--- src/rtl/twc_pkg.sv ---
// shared constants and types for the three-wire configuration port
package twc_pkg;
   // serial word layout
   localparam int WORD_W = 32;
   localparam int NUM_LATCH = 16;
   localparam int ADDR_W = 4;
   localparam int RB_W = 16;
   localparam int RB_CLOCKS = 18;
   localparam logic [ADDR_W-1:0] LATCH_IR_ADJ = 4'h5;
   localparam logic [ADDR_W-1:0] LATCH_CAL_TONE = 4'h6;
   localparam logic [ADDR_W-1:0] LATCH_RB = 4'h7;
   localparam int RB_EN_BIT = 8;
   localparam int RB_SEL_LSB = 4;
   localparam int RB_SEL_W = 3;
   localparam int IR_ADJ_LSB = 20;
   localparam int TONE_K_LSB = 24;
   localparam int TONE_K_W = 4;
   localparam int TONE_LVL_LSB = 28;
   // readback source codes
   localparam logic [2:0] SEL_FREQ = 3'h0;
   localparam logic [2:0] SEL_SIG = 3'h1;
   localparam logic [2:0] SEL_ADC = 3'h2;
   localparam logic [2:0] SEL_REV = 3'h3;
   localparam logic [2:0] SEL_FCAL = 3'h4;
   // bus register byte offsets
   localparam logic [7:0] OFS_LATCH_LAST = 8'h3c;
   localparam logic [7:0] OFS_FREQ = 8'h40;
   localparam logic [7:0] OFS_SIG = 8'h44;
   localparam logic [7:0] OFS_ADC = 8'h48;
   localparam logic [7:0] OFS_FCAL = 8'h4c;
   localparam logic [7:0] OFS_REV = 8'h50;
   localparam logic [7:0] OFS_CTRL = 8'h54;
   localparam logic [7:0] OFS_STAT = 8'h58;
   // control bits
   localparam int CTRL_FSK_RX = 0;
   localparam int CTRL_DEMOD_ON = 1;
   // arbitrary neutral revision word, not a real part code
   localparam logic [15:0] REV_RESET = 16'h0a5a;
   localparam logic [31:0] WORD_ZERO = 32'h0000_0000;
   typedef struct packed {
      logic gain_corr_polarity;
      logic gain_corr_channel_sel;
      logic [4:0] gain_corr_magnitude;
      logic phase_corr_channel_sel;
      logic [3:0] phase_corr_magnitude;
   } twc_ir_adj_t;
   typedef struct packed {
      logic [1:0] cal_tone_drive_level;
      logic [4:0] cal_tone_multiple;
   } twc_cal_tone_t;
   typedef struct packed {
      logic [1:0] amp_gain;
      logic [1:0] filter_gain;
      logic [6:0] signal_strength_level;
   } twc_sig_str_t;
endpackage

--- src/rtl/twc_three_wire_config.sv ---
// three-wire serial configuration and readback port with ahb-lite access
// Function
// - host sends msb first; each sclk rise shifts into 32-bit register
// - latch_enable rise copies shifted word into one of 16 latches
// - bits 3..0 of shifted word pick the destination latch
// - chip enable low: serial port ignores clock, data and latch
// - readback word leaves on read pin msb first, one bit per edge
// - readback is 18 clocks; 18th releases pin, then latch_enable low
// - frequency readback meaningful only in fsk receive with demod on
// - frequency readback is signed 16-bit two's complement, all bits
// - frequency readback times demod clock over 2^18 gives hertz
// - latch 5 bits 20..23 phase magnitude, bit 24 channel select
// - latch 5 bits 25..29 gain magnitude, 30 channel, 31 polarity
// - calibration tone is an odd multiple of the reference
// - strength word: level 0..6, filter gain 7..8, amp gain 9..10
// - filter calibration readback in low 8 bits, upper bits zero
`timescale 1ns/100ps
module twc_three_wire_config (
   input wire logic ref_clk,
   input wire logic rst_n,
   input wire logic ce,
   input wire logic sclk,
   input wire logic serial_data_in,
   input wire logic latch_enable,
   output logic serial_read_out,
   output logic serial_read_oe_n,
   output twc_pkg::twc_ir_adj_t ir_adj,
   output twc_pkg::twc_cal_tone_t cal_tone,
   input wire logic hsel,
   input wire logic [31:0] haddr,
   input wire logic [1:0] htrans,
   input wire logic hwrite,
   input wire logic [2:0] hsize,
   input wire logic [31:0] hwdata,
   input wire logic hready,
   output logic [31:0] hrdata,
   output logic hreadyout,
   output logic hresp
);
   import twc_pkg::*;

   typedef enum logic {RB_IDLE, RB_SHIFT} twc_rb_state_t;

   logic [WORD_W-1:0] latch_mem [NUM_LATCH];
   logic [WORD_W-1:0] shift_ff;
   logic sclk_q_ff;
   logic le_q_ff;
   logic [ADDR_W-1:0] last_addr_ff;
   twc_ir_adj_t ir_adj_ff;
   twc_cal_tone_t cal_tone_ff;
   twc_rb_state_t rb_state_ff;
   logic [4:0] rb_cnt_ff;
   logic [RB_W:0] rb_sh_ff;
   logic rd_out_ff;
   logic rd_oe_n_ff;
   logic signed [RB_W-1:0] freq_ff;
   twc_sig_str_t sig_ff;
   logic [6:0] adc_ff;
   logic [7:0] fcal_ff;
   logic [15:0] rev_ff;
   logic [1:0] ctrl_ff;
   logic dph_valid_ff;
   logic dph_write_ff;
   logic [7:0] dph_addr_ff;
   logic [31:0] hrdata_ff;
   logic hreadyout_ff;
   logic hresp_ff;

   logic sclk_rise;
   logic le_rise;
   logic [ADDR_W-1:0] dest_addr;
   logic rb_start;
   logic [RB_W-1:0] rb_word;
   logic aph_take;
   logic [31:0] nxt_hrdata;

   // edges only count while powered
   // both lines are taken as synchronous to ref_clk
   assign sclk_rise = ce & sclk & ~sclk_q_ff;
   assign le_rise = ce & latch_enable & ~le_q_ff;
   assign dest_addr = shift_ff[ADDR_W-1:0];
   // readback starts on latch 7 with enable bit
   assign rb_start = le_rise && dest_addr == LATCH_RB &&
      shift_ff[RB_EN_BIT] && rb_state_ff == RB_IDLE;

   // picks the result word for the selected source
   function automatic logic [RB_W-1:0] rb_source(
      input logic [RB_SEL_W-1:0] sel,
      input logic signed [RB_W-1:0] freq,
      input logic [1:0] ctrl,
      input twc_sig_str_t sig,
      input logic [6:0] adc,
      input logic [7:0] fcal,
      input logic [15:0] rev
   );
      logic [RB_W-1:0] val;
      val = '0;
      case (sel)
         SEL_FREQ: begin
            // zero unless fsk receive with demod on
            if (ctrl[CTRL_FSK_RX] && ctrl[CTRL_DEMOD_ON]) begin
               val = freq;
            end
         end
         SEL_SIG: begin
            val = {5'h00, sig};
         end
         SEL_ADC: begin
            val = {9'h000, adc};
         end
         SEL_REV: begin
            val = rev;
         end
         SEL_FCAL: begin
            val = {8'h00, fcal};
         end
         default: begin
            val = '0;
         end
      endcase
      return val;
   endfunction

   assign rb_word = rb_source(shift_ff[RB_SEL_LSB +: RB_SEL_W], freq_ff,
      ctrl_ff, sig_ff, adc_ff, fcal_ff, rev_ff);

   // edge history
   // history runs with ce low too, so power-up mid-level gives no edge
   always_ff @(posedge ref_clk) begin
      if (!rst_n) begin
         sclk_q_ff <= 1'b0;
         le_q_ff <= 1'b0;
      end else begin
         sclk_q_ff <= sclk;
         le_q_ff <= latch_enable;
      end
   end

   // input shift register
   // no frame counter: extra bits simply push old ones out
   always_ff @(posedge ref_clk) begin
      if (!rst_n) begin
         shift_ff <= WORD_ZERO;
      end else if (!ce) begin
         shift_ff <= WORD_ZERO;
      end else if (sclk_rise) begin
         // msb first shift on sclk rise
         shift_ff <= {shift_ff[WORD_W-2:0], serial_data_in};
      end
   end

   // configuration latches
   // latches survive ce low; only the shift path and readback reset
   always_ff @(posedge ref_clk) begin
      if (!rst_n) begin
         for (int i = 0; i < NUM_LATCH; i++) begin
            latch_mem[i] <= WORD_ZERO;
         end
         last_addr_ff <= '0;
      end else if (le_rise) begin
         latch_mem[dest_addr] <= shift_ff;
         last_addr_ff <= dest_addr;
      end
   end

   // decoded fields kept in flops so outputs stay glitch free
   always_ff @(posedge ref_clk) begin
      if (!rst_n) begin
         ir_adj_ff <= '0;
         cal_tone_ff <= '0;
      end else if (le_rise && dest_addr == LATCH_IR_ADJ) begin
         ir_adj_ff <= twc_ir_adj_t'(shift_ff[WORD_W-1:IR_ADJ_LSB]);
      end else if (le_rise && dest_addr == LATCH_CAL_TONE) begin
         cal_tone_ff.cal_tone_drive_level <= shift_ff[TONE_LVL_LSB +: 2];
         // low bit forced so the multiple is always odd
         cal_tone_ff.cal_tone_multiple <=
            {shift_ff[TONE_K_LSB +: TONE_K_W], 1'b1};
      end
   end

   // readback sequencer
   // one readout at a time; a start while shifting is ignored
   always_ff @(posedge ref_clk) begin
      if (!rst_n) begin
         rb_state_ff <= RB_IDLE;
         rb_cnt_ff <= '0;
         rb_sh_ff <= '0;
         rd_out_ff <= 1'b0;
         rd_oe_n_ff <= 1'b1;
      end else if (!ce || (rb_state_ff == RB_SHIFT && !latch_enable)) begin
         // released when unpowered or latch dropped early
         rb_state_ff <= RB_IDLE;
         rb_cnt_ff <= '0;
         rd_out_ff <= 1'b0;
         rd_oe_n_ff <= 1'b1;
      end else begin
         case (rb_state_ff)
            RB_IDLE: begin
               if (rb_start) begin
                  // dummy zero leads so the host can drop it
                  rb_sh_ff <= {1'b0, rb_word};
                  rb_cnt_ff <= '0;
                  rb_state_ff <= RB_SHIFT;
               end
            end
            RB_SHIFT: begin
               if (sclk_rise) begin
                  rb_cnt_ff <= rb_cnt_ff + 5'd1;
                  if (rb_cnt_ff == 5'(RB_CLOCKS - 1)) begin
                     rd_oe_n_ff <= 1'b1;
                     rd_out_ff <= 1'b0;
                     rb_state_ff <= RB_IDLE;
                  end else begin
                     // msb first, one bit per edge
                     // first edge shows the dummy bit
                     rd_out_ff <= rb_sh_ff[RB_W];
                     rd_oe_n_ff <= 1'b0;
                     rb_sh_ff <= {rb_sh_ff[RB_W-1:0], 1'b0};
                  end
               end
            end
            default: begin
               rb_state_ff <= RB_IDLE;
            end
         endcase
      end
   end

   // one decode for both bus paths, so they cannot disagree
   function automatic logic in_map(input logic [31:0] addr);
      return addr[31:8] == 24'h00_0000;
   endfunction

   // ahb-lite address phase capture
   assign aph_take = hsel & hready & htrans[1];

   always_ff @(posedge ref_clk) begin
      if (!rst_n) begin
         dph_valid_ff <= 1'b0;
         dph_write_ff <= 1'b0;
         dph_addr_ff <= '0;
      end else if (hready) begin
         dph_valid_ff <= aph_take && in_map(haddr);
         dph_write_ff <= hwrite;
         dph_addr_ff <= {haddr[7:2], 2'b00};
      end
   end

   // software-written result sources and control
   // these stand in for the radio's own measurements
   always_ff @(posedge ref_clk) begin
      if (!rst_n) begin
         freq_ff <= '0;
         sig_ff <= '0;
         adc_ff <= '0;
         fcal_ff <= '0;
         rev_ff <= REV_RESET;
         ctrl_ff <= '0;
      end else if (dph_valid_ff && dph_write_ff) begin
         case (dph_addr_ff)
            // value kept raw; hertz scaling is the reader's job
            OFS_FREQ: freq_ff <= hwdata[RB_W-1:0];
            OFS_SIG: sig_ff <= twc_sig_str_t'(hwdata[10:0]);
            OFS_ADC: adc_ff <= hwdata[6:0];
            OFS_FCAL: fcal_ff <= hwdata[7:0];
            OFS_REV: rev_ff <= hwdata[15:0];
            OFS_CTRL: ctrl_ff <= hwdata[1:0];
            default: begin
            end
         endcase
      end
   end

   // read data picked in address phase, registered into data phase
   // latch mirror is read-only; writes there are dropped silently
   always_comb begin
      nxt_hrdata = WORD_ZERO;
      if (!in_map(haddr)) begin
         nxt_hrdata = WORD_ZERO;
      end else if (haddr[7:0] <= OFS_LATCH_LAST) begin
         nxt_hrdata = latch_mem[haddr[5:2]];
      end else begin
         case ({haddr[7:2], 2'b00})
            OFS_FREQ: nxt_hrdata = {16'h0000, freq_ff};
            OFS_SIG: nxt_hrdata = {21'h00_0000, sig_ff};
            OFS_ADC: nxt_hrdata = {25'h000_0000, adc_ff};
            OFS_FCAL: nxt_hrdata = {24'h00_0000, fcal_ff};
            OFS_REV: nxt_hrdata = {16'h0000, rev_ff};
            OFS_CTRL: nxt_hrdata = {30'h0000_0000, ctrl_ff};
            OFS_STAT: nxt_hrdata = {23'h00_0000, ce, last_addr_ff,
               3'h0, rb_state_ff == RB_SHIFT};
            default: nxt_hrdata = WORD_ZERO;
         endcase
      end
   end

   always_ff @(posedge ref_clk) begin
      if (!rst_n) begin
         hrdata_ff <= WORD_ZERO;
         hreadyout_ff <= 1'b0;
      end else begin
         // zero wait states; a write landing in the next read's address
         // phase is not forwarded, the master idles there anyway
         hreadyout_ff <= 1'b1;
         if (aph_take && !hwrite) begin
            hrdata_ff <= nxt_hrdata;
         end
      end
   end

   // always okay; no error response exists in this map
   always_ff @(posedge ref_clk) begin
      if (!rst_n) begin
         hresp_ff <= 1'b0;
      end else begin
         hresp_ff <= 1'b0;
      end
   end

   assign serial_read_out = rd_out_ff;
   assign serial_read_oe_n = rd_oe_n_ff;
   assign ir_adj = ir_adj_ff;
   assign cal_tone = cal_tone_ff;
   assign hrdata = hrdata_ff;
   assign hreadyout = hreadyout_ff;
   assign hresp = hresp_ff;
endmodule

--- config.mk ---
export PLATFORM = sky130hd
export DESIGN_NAME = twc_three_wire_config
export DESIGN_NICKNAME = d
export VERILOG_FILES = /design/src/rtl/twc_pkg.sv /design/src/rtl/twc_three_wire_config.sv
export SDC_FILE = /design/constraint.sdc
export NUM_CORES = 1
export LEC_CHECK = 0
export BUFFER_PORTS_ARGS = -buffer_cell sky130_fd_sc_hd__clkbuf_2
export CAP_MARGIN = 20
export CORE_ASPECT_RATIO = 0.7
export CORE_MARGIN = 2
export CORE_UTILIZATION = 53
export CTS_BUF_LIST = sky130_fd_sc_hd__clkbuf_4
export CTS_CLUSTER_DIAMETER = 100
export CTS_CLUSTER_SIZE = 30
export DETAILED_ROUTE_END_ITERATION = 6
export HOLD_SLACK_MARGIN = 0.05
export MAX_ROUTING_LAYER = met4
export PLACE_DENSITY = 0.7
export SYNTH_ARGS = -nofsm -noshare
export SYNTH_HDL_FRONTEND = slang
export SYNTH_SLANG_ARGS = --single-unit
--- constraint.sdc ---
create_clock -name ref_clk -period 5.8 [get_ports ref_clk]
set_input_delay 0.87 -clock ref_clk [delete_from_list [all_inputs] [get_ports ref_clk]]
set_output_delay 0.87 -clock ref_clk [all_outputs]
set_load 0.05 [all_outputs]
=== After elaboration in Yosys (flattened, before gate mapping) ===
Memories as Yosys holds them, arrays and structs flattened.
Index checks and enable logic that the tools add are counted.

* Output and inout bits: 55
* Input port bits: 78
* Memories: 1
* RAM bits: 512
* Logic and storage cells: 123
* Register bits: 183

* Add/subtract/negate cells: 1
* Eq/ne operators: 24
* Reductions and logical operators: 29
* Bitwise logic cells: 12
* $lt $le $gt $ge: 1
* Multiplexer cells: 26

{| class="wikitable"
|+ Memories
! memory !! words !! width !! rd ports !! clocked after Yosys merged registers in !! write ports !! RTL line !! source
|-
| latch_mem || 16 || 32 || 1 || 0 || 16 || twc_three_wire_config.sv:44 || <nowiki>logic [WORD_W-1:0] latch_mem [NUM_LATCH];</nowiki>
|}

{| class="wikitable"
|+ Operators with widths
! operator !! number
|-
| $pmux W16 S7 || 1
|-
| $mux W32 || 3
|-
| $pmux W16 S5 || 1
|-
| $eq A6 B5 Y1 const B || 13
|-
| $mux W17 || 3
|-
| $pmux W17 S2 || 1
|-
| $reduce_or A32 Y1 || 1
|-
| $logic_not A24 Y1 || 1
|-
| $reduce_and A2 Y1 || 10
|-
| $mux W16 || 1
|-
| $eq A4 B3 Y1 const B || 3
|-
| $mux W1 || 11
|-
| $logic_and A1 B1 Y1 || 10
|-
| $mux W5 || 2
|-
| $pmux W5 S2 || 1
|-
| $le A8 B6 Y1 const B || 1
|-
| $and A1 B1 Y1 || 6
|-
| $eq A3 B2 Y1 const B || 2
|-
| $not A1 Y1 || 6
|-
| $add A5 B1 Y5 const B || 1
|-
| $eq A5 B5 Y1 const B || 1
|-
| $mux W4 || 1
|-
| $ne A2 B2 Y1 const B || 2
|-
| $reduce_and A4 Y1 || 1
|-
| 8 further kinds || 10
|}

=== Depth between registers and ports, before layout ===
Gate-level depths: netlist of the first run.

* Depth after elaboration: 7
* Gate-level depth with buffers: 9
* Depth with buffers taken out: 7

=== Worst setup path before layout of the first run ===
OpenSTA, ideal clock, no wires.

* Path type: input -> register
* Start point: input ce
* End point: memory latch_mem[8][0] (enable)
* Cell stages on the path: 6
* Required time: 5.334 ns
* Buffers on the path: 3
* Setup time: 0.466 ns
* Arrival time: 4.178 ns
* Setup slack: 1.156 ns
* Cell sequence: buf_4 > nand3b_1 > buf_4 > or4_1 > buf_2 > o21ai_0

{| class="wikitable"
|+ RTL lines
! element !! RTL line !! source
|-
| from (decl) || twc_three_wire_config.sv:21 || <nowiki>input wire logic ce,</nowiki>
|-
| to (decl) || twc_three_wire_config.sv:44 ||
|}

==> flow_metrics.tcl, run 1 <==
set metrics [dict create \
    worstMarginPinSlew_ns 1.12 \
    slowest_stage "nor3_2" \
    synth_area_leaders "edfxtp_1 51%, dfxtp_1 12%, mux4_2 11%" \
    min_from "serial_data_in" \
    ys_types 56 \
    ys.flop_type "edfxtp_1" \
    drive_gt1_share_pct 19.3 \
    ant_nets 0 \
    dieWidth_um 290 \
    hold_viol 0 \
    synth_top_area_cell "edfxtp_1" \
    grt_pass1_wl_mm 115 \
    r2r_start "shift_ff[2]" \
    synthCells 2201 \
    status "complete, no violations" \
    drt_iter0_markers 2366 \
    area_growth_pct 6.58 \
    critPathCaptureType "flip-flop" \
    root_buffer "clkbuf_4" \
    synth_top_area_share_pct 50.5 \
    setup_viol 0 \
    grt_antenna_before_repair 4 \
    cp.arrival_ns 4.50 \
    post_drt_wl_per_cell_um 25.6 \
    post-dp-hpwl_mm 46.2 \
    cap_violations 0 \
    cts_buffers 27 \
    drc 0 \
    worst-setup-path-type "reg -> reg" \
    viasPerCell 6.14 \
    cts_max_level 1 \
    die_h_um 204 \
    grt_usage_pct 27.0 \
    path_clk_slew_ns 0.29 \
    r2r_slack_ns 1.93 \
    path_cells "nand2b_1 > nor3_2 > nand2b_2 > buf_4" \
    vias 18500 \
    fin_skew_ns 0.0604 \
    syn_avg_cell_area_um2 13.8 \
    cts_setup_buffers 0 \
    grt_max_degree 90 \
    async_flop_share_pct 0 \
    yosysWarnings 0 \
    clock-sinks 695 \
    grt_pass1_vias 18000 \
    rsz0062_at_grt "false" \
    min_to "shift_ff[0]" \
    power_mw 7.93 \
    path_max_fanout 18 \
    yosys_register_bits 695 \
    slew_headroom_pct 25.3 \
    min_path_type "in -> reg" \
    cts_tree "built" \
    synth_edf_count 512 \
    wl_mm 77.5 \
    ir_worst_vdd_mv 0.151 \
    startpoint_type "flip-flop" \
    synth_area_um2 30400 \
    min_period_ns 3.87 \
    mostFrequentLayoutCells "512 x edfxtp_1, 440 x and2_1, 183 x dfxtp_1, 155 x mux4_2, 152 x nand2_1" \
    pwr_density_cell_nw_per_um2 244 \
    io_pins 133 \
    leakage_nw 11.3 \
    port_buffers 111 \
    max_freq_ghz 0.258 \
    r2r_end "latch_mem[6][24]" \
    yosysSeqAreaShare_pct 62.6 \
    grt.overflow.total 0 \
    clk_latency_ns 0.97 \
    crit_required_ns 6.43 \
    rows 73 \
    drtPass1Iterations 5 \
    gp_congestion 0.914 \
    hold_depth 3 \
    final_common_cell "edfxtp_1" \
    core_um2 56700 \
    cts_hold_buf 0 \
    slew_violations 0 \
    critPathMaxStageDelay_ns 0.86 \
    fin_setup_tns_ns 0 \
    worstRegToRegCells 4 \
    initial_core_util_pct 53.6 \
    die-area_um2 59400 \
    cts_max_path_buffers 3 \
    period_share_pct 66.7 \
    finalNetCount 2328 \
    cts_resized 0 \
]
## flip-flops by register name, summed over array words and instances, names as in the netlist
name              cells
adc_ff                7
cal_tone              7
ctrl_ff               2
dph_addr_ff           6
dph_valid_ff          1
dph_write_ff          1
fcal_ff               8
freq_ff              16
hrdata               32
hreadyout             1
ir_adj               12
last_addr_ff          4
latch_mem           512
le_q_ff               1
rb_cnt_ff             5
rb_sh_ff             17
rb_state_ff           1
rev_ff               16
sclk_q_ff             1
serial_read_oe_n      1
serial_read_out       1
shift_ff             32
sig_ff               11
## Yosys cell counts, types with 3 or more instances
cell / n
a32o_1: 8
buf_1: 14
a31oi_1: 12
nor3_1: 15
a21oi_1: 51
nand2b_1: 12
nand2_1: 152
nand3b_1: 8
clkbuf_1: 132
dfxtp_1: 183
mux4_2: 155
nand3_1: 43
buf_4: 9
nor2b_1: 10
and3_1: 3
buf_6: 3
a221o_1: 3
o211ai_1: 4
a211oi_2: 7
mux2_2: 9
a22o_1: 7
nor4_1: 12
and2_1: 440
nor3_2: 5
buf_2: 28
o21ai_1: 10
o21ai_0: 33
nor2_1: 126
edfxtp_1: 512
inv_1: 8
a22oi_1: 41
mux2i_1: 91
a21o_1: 13
o22ai_1: 4
o2bb2ai_1: 8
## per-stage QoR
step           worst slack [ns]  std cells  utilization, %  cell area, um^2  hold WS, ns
6_report                   1.93       3021            57.2            32400        0.105
5_1_grt                    1.70       3021            57.2            32400       0.0541
4_1_cts                    1.97       3016            57.1            32400       0.0803
3_5_place_dp               1.57       2966            56.3            32000        0.429
3_3_place_gp               1.58       2966            56.3            32000        0.427
2_1_floorplan              1.16       2233               -            30500        0.431
## worst max-delay path, delay by kind of cell (launching register included)
family | cells | cell delay, ns
buffers and inverters | 1 | 0.43
flip-flops | 1 | 0.80
AND/OR/NAND/NOR | 3 | 2.28
## power breakdown
part	internal, mW	switching (mW)	total (mW)
Clock	0.408	1.43	1.84
Combinational	0.224	0.338	0.562
Sequential	5.48	0.0421	5.52
## layout make-up
type | count | area [um^2]
Antenna cell | 2 | 5.00
Clock buffer | 46 | 345
Clock inverter | 4 | 67.6
Fill cell | 4461 | 24300
Inverter | 9 | 35.0
Multi-Input combinational cell | 1343 | 10900
Sequential cell | 695 | 19000
Tap cell | 750 | 938
Timing Repair Buffer | 172 | 1090
## routing by layer
layer	up-vias	share of wire [%]	track usage, %
met5	-	0	-
met4	0	1.9	5.08
met3	113	10	5.92
met2	893	45	40.5
met1	9450	42	38.4
li1	8089	-	-
## logic make-up (layout without fill, tap and decap cells)
family | Yosys count | in the layout | synth area share (%)
compound gates | 205 | 205 | 4.55
fa+ha+maj | 2 | 2 | 0.0822
flops | 695 | 695 | 62.6
simple gates | 848 | 848 | 15.3
mux | 255 | 255 | 14.8
other cells | 1 | 35 | 0.0123
buf+inv | 195 | 231 | 2.71
## worst max path at each step
stage / from / end
floorplan: ce / latch_mem[8][0]
global route: shift_ff[2] / latch_mem[6][24]
CTS: shift_ff[2] / latch_mem[6][24]
finish: shift_ff[2] / latch_mem[6][24]
detailed placement: rst_n / latch_mem[0][17]
global placement: rst_n / latch_mem[0][17]
Note: power is estimated with default switching activity, not from simulation.
==> inputs of run 2 (changes only) <==
==> constraint.sdc (replaced) <==
create_clock -name ref_clk -period 3.9 [get_ports ref_clk]
set_input_delay 0.585 -clock ref_clk [delete_from_list [all_inputs] [get_ports ref_clk]]
set_output_delay 0.585 -clock ref_clk [all_outputs]
set_load 0.05 [all_outputs]
==> run 2 against run 1 <==
Compared with the run above: wire length increased by 6.5%; combinational power grew 62%; worst hold slack better by 0.048 ns; die area unchanged; clock skew grew 0.033 ns; critical path depth rose by 1; final cell count up 2.0%; sequential cell count unchanged; largest cell class unchanged.
==> flow_metrics.tcl, run 2 (synthesized netlist as in run 1, its figures left out) <==
set metrics [dict create \
    status "complete, no violations" \
    setup_viol 0 \
    post-dp-hpwl_mm 48.7 \
    cts_buffers 27 \
    startpoint_type "flip-flop" \
    drtPass1Iterations 6 \
    fin_area_um2 33000 \
    cap_violations 0 \
    rsz0062_at_grt "false" \
    dpl-instance-area_um2 32300 \
    max_freq_ghz 0.356 \
    grt_usage_pct 28.6 \
    cts_max_path_buffers 3 \
    cts_max_level 1 \
    vias 19100 \
    intPower_mw 9.08 \
    worstMarginPinSlew_ns 1.10 \
    cts_resized 0 \
    viasPerCell 6.19 \
    dieWidth_um 290 \
    core_um2 56700 \
    crit_required_ns 4.71 \
    ant_nets 0 \
    drc 0 \
    final_common_cell "edfxtp_1" \
    switching_power_mw 2.73 \
    slew_headroom_pct 26.6 \
    p_clk_share_pct 22.7 \
    min_path_type "in -> reg" \
    finalNetCount 2386 \
    clock-sinks 695 \
    combPwrFrac_pct 7.7 \
    critPathCaptureType "flip-flop" \
    post_drt_wl_per_cell_um 26.8 \
    largest_reg_flops 512 \
    path_clk_slew_ns 0.28 \
    seqPwrFrac_pct 69.6 \
    utilization_pct 58.2 \
    gp_congestion 0.907 \
    clk_latency_ns 0.96 \
    worst-setup-path-type "reg -> reg" \
    io_pins 133 \
    initial_core_util_pct 53.6 \
    period_share_pct 72.0 \
    largest_register "latch_mem" \
    die_h_um 204 \
    leakage_nw 11.6 \
    wl_mm 82.5 \
    ir_worst_vdd_mv 0.275 \
    slew_violations 0 \
    rows 73 \
    root_buffer "clkbuf_4" \
    cp.arrival_ns 3.61 \
    pwr_density_cell_nw_per_um2 358 \
    port_buffers 111 \
    min_period_ns 2.81 \
    fin_setup_tns_ns 0 \
    cts_tree "built" \
    grt_antenna_before_repair 4 \
    mostFrequentLayoutCells "512 x edfxtp_1, 440 x and2_1, 183 x dfxtp_1, 155 x mux4_2, 152 x nand2_1" \
    drive_gt1_share_pct 20.1 \
    power.share.switching_pct 23.1 \
    area_growth_pct 8.46 \
    cts_setup_buffers 0 \
    nFillCells 4412 \
    grt.overflow.total 0 \
    drt_iter0_markers 2739 \
    fin_skew_ns 0.0934 \
    hold_viol 0 \
    die-area_um2 59400 \
    grt_pass1_vias 18800 \
    grt_max_degree 92 \
    grt_pass1_wl_mm 121 \
    path_max_fanout 28 \
]
[run 2: layer usage]
layer  up-vias  part of all wire [%]  track usage (%)
li1       8202                     -                -
met1      9724                    41             40.4
met2      1021                    45             42.4
met3       120                    12             6.98
met4         0                   2.3             6.60
met5         -                     0                -
[run 2: repair_timing]
item,4_1_cts,5_1_grt
hold buffers,29,0
setup endpoints to repair,0,0
endpoints found under the hold margin,79,0
[run 2: area by class of cell]
| cell class | instances | area, um^2 | share of cell area (%) |
|---|---|---|---|
| antenna | 4 | 10.0 | 0.0303 |
| clock buffer | 48 | 360 | 1.09 |
| clock inverter | 2 | 33.8 | 0.102 |
| inverter | 9 | 35.0 | 0.106 |
| multi-input combinational | 1343 | 10900 | 33.0 |
| sequential | 695 | 19000 | 57.7 |
| tap | 750 | 938 | 2.84 |
| timing repair buffer | 230 | 1700 | 5.16 |
[run 2: critical path: stages (launching register included)]
cell and delay (ns):
dfxtp_1 0.38, nand3b_1 0.14, buf_4 0.19, or4_1 0.82
nor2_4 0.88, and2_1 0.23
[run 2: final timing paths]
path	startpoint	to	slack, ns	depth (start not counted)
worst min-delay path	haddr[5]	dph_addr_ff[5]	0.15	3
worst max register to register	le_q_ff	latch_mem[12][20]	1.09	5
worst min register to register	hrdata[30]	hrdata[30]	0.45	2
worst max-delay path	le_q_ff	latch_mem[12][20]	1.09	5
[run 2: metrics by stage]
step | power (mW) | hold WS [ns] | instances | setup slack (ns)
CTS | 11.8 | 0.0740 | 3077 | 1.13
global route | 12.1 | 0.0821 | 3080 | 0.972
floorplan | 8.88 | 0.431 | 2233 | -0.449
global placement | 9.22 | 0.430 | 2998 | 0.774
detailed placement | 9.25 | 0.429 | 2998 | 0.722
finish | 11.8 | 0.152 | 3081 | 1.09
[run 2: power by group through the flow]
| stage | clock network, mW | registers (mW) | logic (mW) |
|---|---|---|---|
| after global placement | 0 | 8.35 | 0.866 |
| after global routing | 2.93 | 8.24 | 0.946 |
| after floorplan | 0 | 8.35 | 0.529 |
| final | 2.69 | 8.22 | 0.910 |
| after CTS | 2.71 | 8.22 | 0.904 |
| after detailed placement | 0 | 8.37 | 0.880 |
